==> config.mk <==
export PLATFORM = sky130hd
export DESIGN_NAME = swd_watchdog
export DESIGN_NICKNAME = d
export VERILOG_FILES = /design/src/swd_pkg.sv /design/src/swd_prescaler.sv /design/src/swd_watchdog.sv
export SDC_FILE = /design/constraint.sdc
export NUM_CORES = 1
export LEC_CHECK = 0
export BUFFER_PORTS_ARGS = -buffer_cell sky130_fd_sc_hd__buf_2
export CAP_MARGIN = 20
export CORE_MARGIN = 2
export CORE_UTILIZATION = 47
export DETAILED_ROUTE_END_ITERATION = 8
export PLACE_DENSITY = 0.66
export SETUP_SLACK_MARGIN = 0.05
export SLEW_MARGIN = 20
export SYNTH_ARGS = -nofsm -noshare
export SYNTH_HDL_FRONTEND = slang
export SYNTH_SLANG_ARGS = --single-unit
==> constraint.sdc <==
create_clock -name clk_i -period 2.5 [get_ports clk_i]
set_input_delay 0.5 -clock clk_i [delete_from_list [all_inputs] [get_ports clk_i]]
set_output_delay 0.5 -clock clk_i [all_outputs]
set_load 0.02 [all_outputs]
==> src/swd_pkg.sv <==
`default_nettype none
package swd_pkg;

  localparam int unsigned SWD_CNT_W = 16;
  localparam int unsigned SWD_PRE_W = 14;
  localparam int unsigned SWD_DIV_SLOW = 16384;
  localparam int unsigned SWD_DIV_FAST = 256;

  // reset defaults: divide by 256 and 254 counts to overflow
  localparam logic SWD_SEL_FAST = 1'b1;
  localparam logic SWD_SEL_RST = SWD_SEL_FAST;
  localparam logic [SWD_CNT_W-1:0] SWD_RELOAD_RST = 16'hff02;
  localparam logic [SWD_CNT_W-1:0] SWD_CNT_MAX = 16'hffff;

  localparam int unsigned SWD_CLK_PERIOD_NS = 10;
  localparam int unsigned SWD_PREWARN_NS = 80;
  localparam int unsigned SWD_PREWARN_CYC = (SWD_PREWARN_NS / SWD_CLK_PERIOD_NS < 1) ? 1 :
    SWD_PREWARN_NS / SWD_CLK_PERIOD_NS;

  typedef enum logic [0:0] {
    SWD_RUN,
    SWD_WARN
  } swd_state_t;

endpackage
`default_nettype wire

==> src/swd_prescaler.sv <==
`timescale 1ns/1ps
`default_nettype none
module swd_prescaler
  import swd_pkg::*;
#(
  parameter int unsigned PRE_W = SWD_PRE_W,
  parameter int unsigned DIV_SLOW = SWD_DIV_SLOW,
  parameter int unsigned DIV_FAST = SWD_DIV_FAST
)
(
  // clock and reset
  input wire logic clk_i,
  input wire logic nrst_i,
  // control
  input wire logic run_i,
  input wire logic clear_i,
  input wire logic sel_fast_i,
  // status
  output logic tick_o,
  output logic [PRE_W-1:0] count_o
);

  generate
    if (DIV_SLOW > (2 ** PRE_W) || DIV_FAST > (2 ** PRE_W) || DIV_FAST < 2)
    begin : g_bad_div
      $error("prescaler divider does not fit the counter");
    end
  endgenerate

  logic [PRE_W-1:0] cnt_q;
  logic [PRE_W-1:0] last;

  assign last = sel_fast_i ? PRE_W'(DIV_FAST - 1) : PRE_W'(DIV_SLOW - 1);
  assign tick_o = run_i && !clear_i && (cnt_q >= last);
  assign count_o = cnt_q;

  always_ff @(posedge clk_i or negedge nrst_i)
  begin
    if (!nrst_i)
    begin
      cnt_q <= '0;
    end
    else if (clear_i || tick_o)
    begin
      cnt_q <= '0;
    end
    else if (run_i)
    begin
      cnt_q <= cnt_q + PRE_W'(1);
    end
  end

endmodule // swd_prescaler
`default_nettype wire

==> src/swd_watchdog.sv <==
// Overview of operation
// comes up enabled and counting after reset
// disable and enable instructions stop or restart it
// overflow gives prewarning, then a reset request
// watchdog counter is sixteen bits wide
// counts once per 16384 or 256 clocks
// loads from a software-programmable reload value
// service reloads counter and clears prescaler
// reset defaults give 6.5 ms at 10 MHz
// counts upward, overflow on wrap to zero
// disabled: hold counts, no prewarning or request; a request already raised stays set until reset
`timescale 1ns/1ps
`default_nettype none
module swd_watchdog
  import swd_pkg::*;
#(
  parameter int unsigned CNT_W = SWD_CNT_W
)
(
  // clock and reset
  input wire logic clk_i,
  input wire logic nrst_i,
  // instructions from the core
  input wire logic watchdog_disable_instruction_i,
  input wire logic watchdog_enable_instruction_i,
  input wire logic service_i,
  // configuration
  input wire logic cfg_wr_i,
  input wire logic [CNT_W-1:0] watchdog_reload_value_i,
  input wire logic presc_fast_i,
  // status and requests
  output logic enabled_o,
  output logic [CNT_W-1:0] count_o,
  output logic prewarn_o,
  output logic reset_req_o
);

  generate
    if (CNT_W != SWD_CNT_W)
    begin : g_bad_width
      $error("watchdog counter must be sixteen bits");
    end
  endgenerate

  localparam int unsigned DLY_W = $clog2(SWD_PREWARN_CYC + 1);

  logic en_q;
  logic [CNT_W-1:0] cnt_q;
  logic [CNT_W-1:0] reload_q;
  logic sel_fast_q;
  logic prewarn_q;
  logic reset_req_q;
  swd_state_t state_q;
  logic [DLY_W-1:0] dly_q;
  logic tick;
  logic ovf;
  logic [SWD_PRE_W-1:0] pre_cnt;

  swd_prescaler #(
    .PRE_W(SWD_PRE_W),
    .DIV_SLOW(SWD_DIV_SLOW),
    .DIV_FAST(SWD_DIV_FAST)
  ) u_pre (
    .clk_i(clk_i),
    .nrst_i(nrst_i),
    .run_i(en_q),
    .clear_i(service_i),
    .sel_fast_i(sel_fast_q),
    .tick_o(tick),
    .count_o(pre_cnt)
  );

  // enable wins when both instructions meet
  always_ff @(posedge clk_i or negedge nrst_i)
  begin
    if (!nrst_i)
    begin
      en_q <= 1'b1;
    end
    else if (watchdog_enable_instruction_i)
    begin
      en_q <= 1'b1;
    end
    else if (watchdog_disable_instruction_i)
    begin
      en_q <= 1'b0;
    end
  end

  always_ff @(posedge clk_i or negedge nrst_i)
  begin
    if (!nrst_i)
    begin
      reload_q <= SWD_RELOAD_RST;
      sel_fast_q <= SWD_SEL_RST;
    end
    else if (cfg_wr_i)
    begin
      reload_q <= watchdog_reload_value_i;
      sel_fast_q <= presc_fast_i;
    end
  end

  assign ovf = en_q && tick && !service_i && (cnt_q == SWD_CNT_MAX);

  always_ff @(posedge clk_i or negedge nrst_i)
  begin
    if (!nrst_i)
    begin
      cnt_q <= SWD_RELOAD_RST;
    end
    else if (service_i)
    begin
      cnt_q <= reload_q;
    end
    else if (en_q && tick)
    begin
      cnt_q <= cnt_q + CNT_W'(1);
    end
  end

  // prewarning first, request after a fixed delay; disabling cancels it
  always_ff @(posedge clk_i or negedge nrst_i)
  begin
    if (!nrst_i)
    begin
      state_q <= SWD_RUN;
      dly_q <= '0;
      prewarn_q <= 1'b0;
      reset_req_q <= 1'b0;
    end
    else
    begin
      prewarn_q <= 1'b0;
      unique case (state_q)
        SWD_RUN:
        begin
          if (ovf)
          begin
            prewarn_q <= 1'b1;
            state_q <= SWD_WARN;
            dly_q <= DLY_W'(SWD_PREWARN_CYC);
          end
        end
        SWD_WARN:
        begin
          if (!en_q)
          begin
            state_q <= SWD_RUN;
            dly_q <= '0;
          end
          else if (dly_q > DLY_W'(1))
          begin
            dly_q <= dly_q - DLY_W'(1);
          end
          else
          begin
            reset_req_q <= 1'b1;
          end
        end
      endcase
    end
  end

  assign enabled_o = en_q;
  assign count_o = cnt_q;
  assign prewarn_o = prewarn_q;
  assign reset_req_o = reset_req_q;

  logic first_q;
  always_ff @(posedge clk_i or negedge nrst_i)
  begin
    if (!nrst_i)
    begin
      first_q <= 1'b1;
    end
    else
    begin
      first_q <= 1'b0;
    end
  end

  a_enabled_after_reset: assert property (@(posedge clk_i) disable iff (!nrst_i)
    first_q |-> en_q)
    else $error("watchdog not enabled after reset");

  a_disable_stops_counter: assert property (@(posedge clk_i) disable iff (!nrst_i)
    (watchdog_disable_instruction_i && !watchdog_enable_instruction_i) |=> !enabled_o)
    else $error("disable instruction ignored");

  a_enable_restarts_counter: assert property (@(posedge clk_i) disable iff (!nrst_i)
    watchdog_enable_instruction_i |=> enabled_o)
    else $error("enable instruction ignored");

  a_overflow_gives_prewarn: assert property (@(posedge clk_i) disable iff (!nrst_i)
    (ovf && state_q == SWD_RUN) |=> prewarn_o ##1 !prewarn_o)
    else $error("overflow without one-cycle prewarning");

  a_prewarn_before_request: assert property (@(posedge clk_i) disable iff (!nrst_i)
    $rose(reset_req_o) |-> $past(state_q) == SWD_WARN && !prewarn_o)
    else $error("reset request without prior prewarning");

  a_request_after_delay: assert property (@(posedge clk_i) disable iff (!nrst_i)
    (prewarn_o && en_q && !watchdog_disable_instruction_i) ##1
      (en_q && !watchdog_disable_instruction_i)[*7] |=> reset_req_o)
    else $error("reset request late after prewarning");

  a_count_step_up: assert property (@(posedge clk_i) disable iff (!nrst_i)
    (en_q && tick && !service_i) |=> count_o == CNT_W'($past(count_o) + CNT_W'(1)))
    else $error("counter did not step up by one");

  a_service_reloads: assert property (@(posedge clk_i) disable iff (!nrst_i)
    service_i |=> count_o == $past(reload_q) && pre_cnt == '0)
    else $error("service did not reload counter and clear prescaler");

  // first tick right after a switch to fast may come early
  a_fast_tick_period: assert property (@(posedge clk_i) disable iff (!nrst_i)
    (tick && sel_fast_q && $past(sel_fast_q)) |-> pre_cnt == SWD_PRE_W'(SWD_DIV_FAST - 1))
    else $error("fast prescaler tick off period");

  a_hold_while_disabled: assert property (@(posedge clk_i) disable iff (!nrst_i)
    (!en_q && !service_i) |=> $stable(count_o) && $stable(pre_cnt) && !prewarn_o)
    else $error("watchdog moved while disabled");

endmodule // swd_watchdog
`default_nettype wire
* Word-level counts from Yosys, hierarchy flattened *
Cells that the tools add are included.

cells by class
  add/sub/neg operators = 3
  magnitude comparators = 2
  eq/ne operators = 3
  mux-type cells = 15
  bitwise operators = 2
  reduce and logical (&&, ||, !) cells = 12

operators with widths
  kind                     count
  $mux W14                 3
  $mux W16                 2
  $add A16 B1 Y16 const B  1
  $eq A16 B16 Y1 const B   1
  $add A14 B1 Y14 const B  1
  $ge A14 B14 Y1           1
  $mux W4                  3
  $pmux W4 S2              1
  $reduce_bool A2 Y1       3
  $logic_and A1 B1 Y1      5
  $mux W1                  5
  $gt A4 B1 Y1 const B     1
  $sub A4 B1 Y4 const B    1
  $ne A3 B2 Y1 const B     1
  $reduce_and A3 Y1        1
  $ne A2 B2 Y1 const B     1
  $not A1 Y1               2
  $pmux W1 S2              1
  $reduce_and A2 Y1        1
  $logic_not A1 Y1         1
  $logic_or A1 B1 Y1       1

word-level totals
  bits in registers = 55
  input port bits = 23
  output and inout port bits = 19
  word-level logic and storage cells = 46

* Depth between registers and ports, before layout *
  depth in word-level cells = 8
  gate-level depth with buffers = 8
  mapped depth without buffers = 7

* Modules after synthesis *
A second synthesis with hierarchy kept.

second synthesis, totals
  cell total of the unflattened synthesis = 273
  area total of the unflattened synthesis = 2932.8 um2

by module, submodules not included
  module         times used  cells each  area an instance (um2)  sequential area each (um2)
  swd_watchdog   1           183         2069.5                  1051.0
  swd_prescaler  1           90          863.3                   350.3

* Worst setup path after synthesis *
OpenSTA, ideal clock, no wires.

  path type = reg-to-reg
  start point = register sel_fast_q
  end point = register cnt_q[11], in the netlist count_o[11]
  library setup time = 0.077 ns
  arrival = 2.380 ns
  data required time = 2.423 ns
  path slack = 0.043 ns
  cell stages (with the launch flop) = 7
  buffers on the path = 0
  clock period less this slack = 2.457 ns
  cell sequence = dfstp_2 > ha_1 > nand4_1 > or4_4 > a311o_1 > or3_1 > a31oi_1

between the ends
  longest elaborated chain between the ends = 5

ends and longest elaborated chain
  what                          RTL line             text
  start, declared               swd_watchdog.sv:50   logic sel_fast_q;
  start signal, assigned        swd_watchdog.sv:100  sel_fast_q <= presc_fast_i;
  $mux W14                      swd_prescaler.sv:33  assign last = sel_fast_i ? PRE_W'(DIV_FAST - 1) : PRE_W'(DIV_SLOW - 1);
  $ge A14 B14 Y1                swd_prescaler.sv:34  assign tick_o = run_i && !clear_i && (cnt_q >= last);
  $logic_and A1 B1 Y1           swd_prescaler.sv:34
  $logic_and A1 B1 Y1           swd_watchdog.sv:116  else if (en_q && tick)
  $reduce_bool A2 Y1 (no line)  n/a
  end signal, assigned          swd_watchdog.sv:114  cnt_q <= reload_q;
  end signal, assigned          swd_watchdog.sv:118  cnt_q <= cnt_q + CNT_W'(1);
  end, declared                 swd_watchdog.sv:48   logic [CNT_W-1:0] cnt_q;

Every way passes these cells.
A chain may end at the register's enable or synchronous reset.

* Final worst setup path *
  start point = register sel_fast_q
  end point = register cnt_q[7], in the netlist count_o[7]

The elaborated chain is that of the path after synthesis.

==> impl_metrics.csv <==
group,metric,value,unit
run_status,outcome,"complete, no violations",
clock_network,cts_buffer_depth,2,
placed_design,routabilityCongestion,0.8372,
synth,synthFlopType,"dfrtp_1",
clock_network,clk_latency,0.30,ns
floorplanning,die_x,81.89,um
sta,max_freq,407.0,MHz
power_and_ir_drop,switching_power,0.5089,mW
power_and_ir_drop,internal_power,1.296,mW
synth,postSynthCellCount,283,
setup_path,reg2reg_from,"sel_fast_q",
sta,period_share,0.9829,
job,maxCapViolCount,0,
final_layout,fin_cells,410,
clock_network,cts_tree,"done",
clock_network,cts.clk_slew.worst_paths,0.10,ns
final_layout,drive_above_1_share,0.3284,
route,num_vias,2340,
sta,setup_viol,0,
sta,tns,0,ns
synth,synthArstFlopShare,1.000,
setup_path,setup.worst_path.start,"sel_fast_q",
power_and_ir_drop,power_density,536.9,nW/um^2
synth,avgSynthCellArea,10.08,um^2
sta,rsz0062_at_grt,"true",
grt,grt_max_degree,35,
setup_path,crit_arrival,2.68,ns
clock_network,hold_buffers,0,
floorplanning,start_util,0.4845,
sta,worst_pin_slew,0.5307,ns
placed_design,placedCellCount,397,
synth,synth_seq_cells,55,
placed_design,port_buffers,41,
synth,synth-edff-count,0,
synth,yosysWarnings,0,
floorplanning,num_io_pins,42,
route,wl_per_cell,14.90,um
grt,grtUsageTotal,0.1984,
synth,ys_seq_area_frac,0.4914,
sta,hold_violations,0,
route,drtPass1Iterations,4,
power_and_ir_drop,swShare,0.2820,
synth,yosysTopAreaCell,"dfrtp_1",
setup_path,endpoint_kind,"flip-flop",
floorplanning,die_area,6706,um^2
setup_path,crit_fanout,7,
clock_network,cts_buffers,5,
placed_design,hpwl,4286,um
route,drc_errors,0,
clock_network,htreeDepth,2,
power_and_ir_drop,power.share.clock,0.269,
final_layout,insertedDiodeCount,0,
setup_path,crit_required,2.73,ns
grt,grt_pass1_wl,10310,um
synth,synth_top_area_share,0.3072,
power_and_ir_drop,p_comb_frac,0.149,
floorplanning,fp.dieH,81.89,um
power_and_ir_drop,leakagePower,1.435,nW
route,vias_per_cell,5.707,
setup_path,start_kind,"flip-flop",
final_layout,final_core_util,0.5710,
route,drt_wl_total,6110,um
setup_path,criticalPathCategory,"reg -> reg",
floorplanning,fp-row-count,28,
power_and_ir_drop,power_frac_seq,0.582,
hold_path,hold_class,"in -> async",
final_layout,nets,367,
synth,yosysMostFrequentCell,"dfrtp_1",
synth,synthesis.nets,316,
grt,grt_overflow_total,0,
synth,synth.area.top_cells,"dfrtp_1 31%, dfstp_2 18%, mux2_2 6.7%",
route,drtAntennaViolNets,0,
sta,skew,0.005538,ns
final_layout,synthToLayoutAreaGrowth,17.86,%
power_and_ir_drop,vdd_drop_max,0.0002926,V
final_layout,fill_cells,524,
route,drt_iter0_markers,162,
synth,synth_area,2851,um^2
grt,antenna_found_initial,0,
floorplanning,core_area,5886,um^2
grt,first_global_vias,2185,
synth,yosys-top-cells-count,"35 x dfrtp_1, 29 x nor2_1, 22 x nand2_1",
sta,slew_headroom,0.6462,
synth,synth.distinct_cells,43,
sta,period_minus_slack,2.457,ns
clock_network,cts-root-buf,"clkbuf_8",
sta,maxSlewViolCount,0,
clock_network,cts_num_sinks,55,
-- through the flow --
stage / hold slack [ns] / area (um^2) / total power, mW / setup slack [ns]
2_1_floorplan: 0.2044 / 2851 / 1.215 / 0.1301
3_3_place_gp: 0.4487 / 3193 / 1.323 / 0.09034
3_5_place_dp: 0.4514 / 3193 / 1.329 / 0.03459
4_1_cts: 0.1715 / 3304 / 1.821 / 0.04041
5_1_grt: 0.1997 / 3361 / 1.889 / -0.08798
6_report: 0.1613 / 3361 / 1.804 / 0.04283
-- flip-flops by register name, indices dropped and copies added (netlist names) --
signal and cells:
reset_req_o 1, enabled_o 1, reload_q 16, count_o 16, dly_q 4, sel_fast_q 1, state_q 1, prewarn_o 1
u_pre.count_o 14
-- power by group through the flow --
stage	Combinational (mW)	Sequential (mW)	Clock, mW
2_1_floorplan	0.128	1.09	0
3_3_place_gp	0.259	1.06	0
3_5_place_dp	0.264	1.07	0
4_1_cts	0.269	1.05	0.502
5_1_grt	0.301	1.06	0.525
6_report	0.269	1.05	0.485
-- placed cells by master (no fill, tap or decap), types with 2 or more instances in the layout --
cell and instances:
nand4b_1 2, or3_1 7, a21oi_1 8, dfrtp_1 35, and2_1 3, a31oi_1 13, nand2_1 21, and3_1 3
xor2_1 8, mux2_2 17, inv_1 8, or4_1 6, ha_1 9, buf_2 41, o31ai_1 7, nor3_1 4
or2_2 2, xnor2_1 7, nor4_1 3, buf_4 13, o21ai_0 13, nand3_1 14, dfstp_2 20, nor2_1 29
clkbuf_1 2, clkbuf_8 5, o211ai_1 2, nand4_1 7
-- timing repair --
item                                    in CTS  in global routing
endpoints found under the setup margin       3                 22
gates resized for setup                      2                  7
cloned                                       0                  1
buffers inserted                             3                  1
pin swaps                                    0                  0
-- kinds of logic (layout without fill, tap and decap cells) --
kind of cell    after synthesis  after routing  share of synthesized area
compound gates               56             57                     0.1264
xor+xnor                     15             15                    0.04607
fa+ha+maj                    10             10                    0.04388
buf+inv                      20             71                    0.02633
flops                        55             55                     0.4914
mux                          17             17                    0.06713
simple gates                110            110                     0.1988
-- critical path: stages (launching register included) --
cell      delay (ns)
dfstp_2         0.63
buf_4           0.13
ha_1            0.17
nand3_2         0.12
or4_4           0.45
a311o_2         0.38
or4_1           0.41
o211ai_1        0.10
-- final cells by class --
class | instances | area (um^2) | area share
Sequential cell | 55 | 1401 | 0.4170
Timing Repair Buffer | 55 | 322.8 | 0.09605
Clock buffer | 7 | 76.32 | 0.02271
Multi-Input combinational cell | 209 | 1431 | 0.4259
Inverter | 8 | 30.03 | 0.008935
Clock inverter | 1 | 5.005 | 0.001489
Tap cell | 75 | 93.84 | 0.02792
-- metal layers --
metal  track usage  part of all wire  vias up
met1        0.2939              0.50     1135
met4       0.05000            0.0093        0
met5             0                 0        -
li1              -                 -     1143
met3       0.03736             0.045        5
met2        0.2992              0.45       57
-- path summary, 6_finish.rpt --
path                       cells past startpoint  slack, ns               end
min                                            1       0.16  u_pre.count_o[3]
max in group asynchronous                      2       1.71       reload_q[9]
max                                            7       0.04        count_o[7]
min in group clk_i                             2       0.32         enabled_o
max reg2reg                                    7       0.04        count_o[7]
min reg2reg                                    1       0.47       reset_req_o
Note: power is estimated with default switching activity, not from simulation.
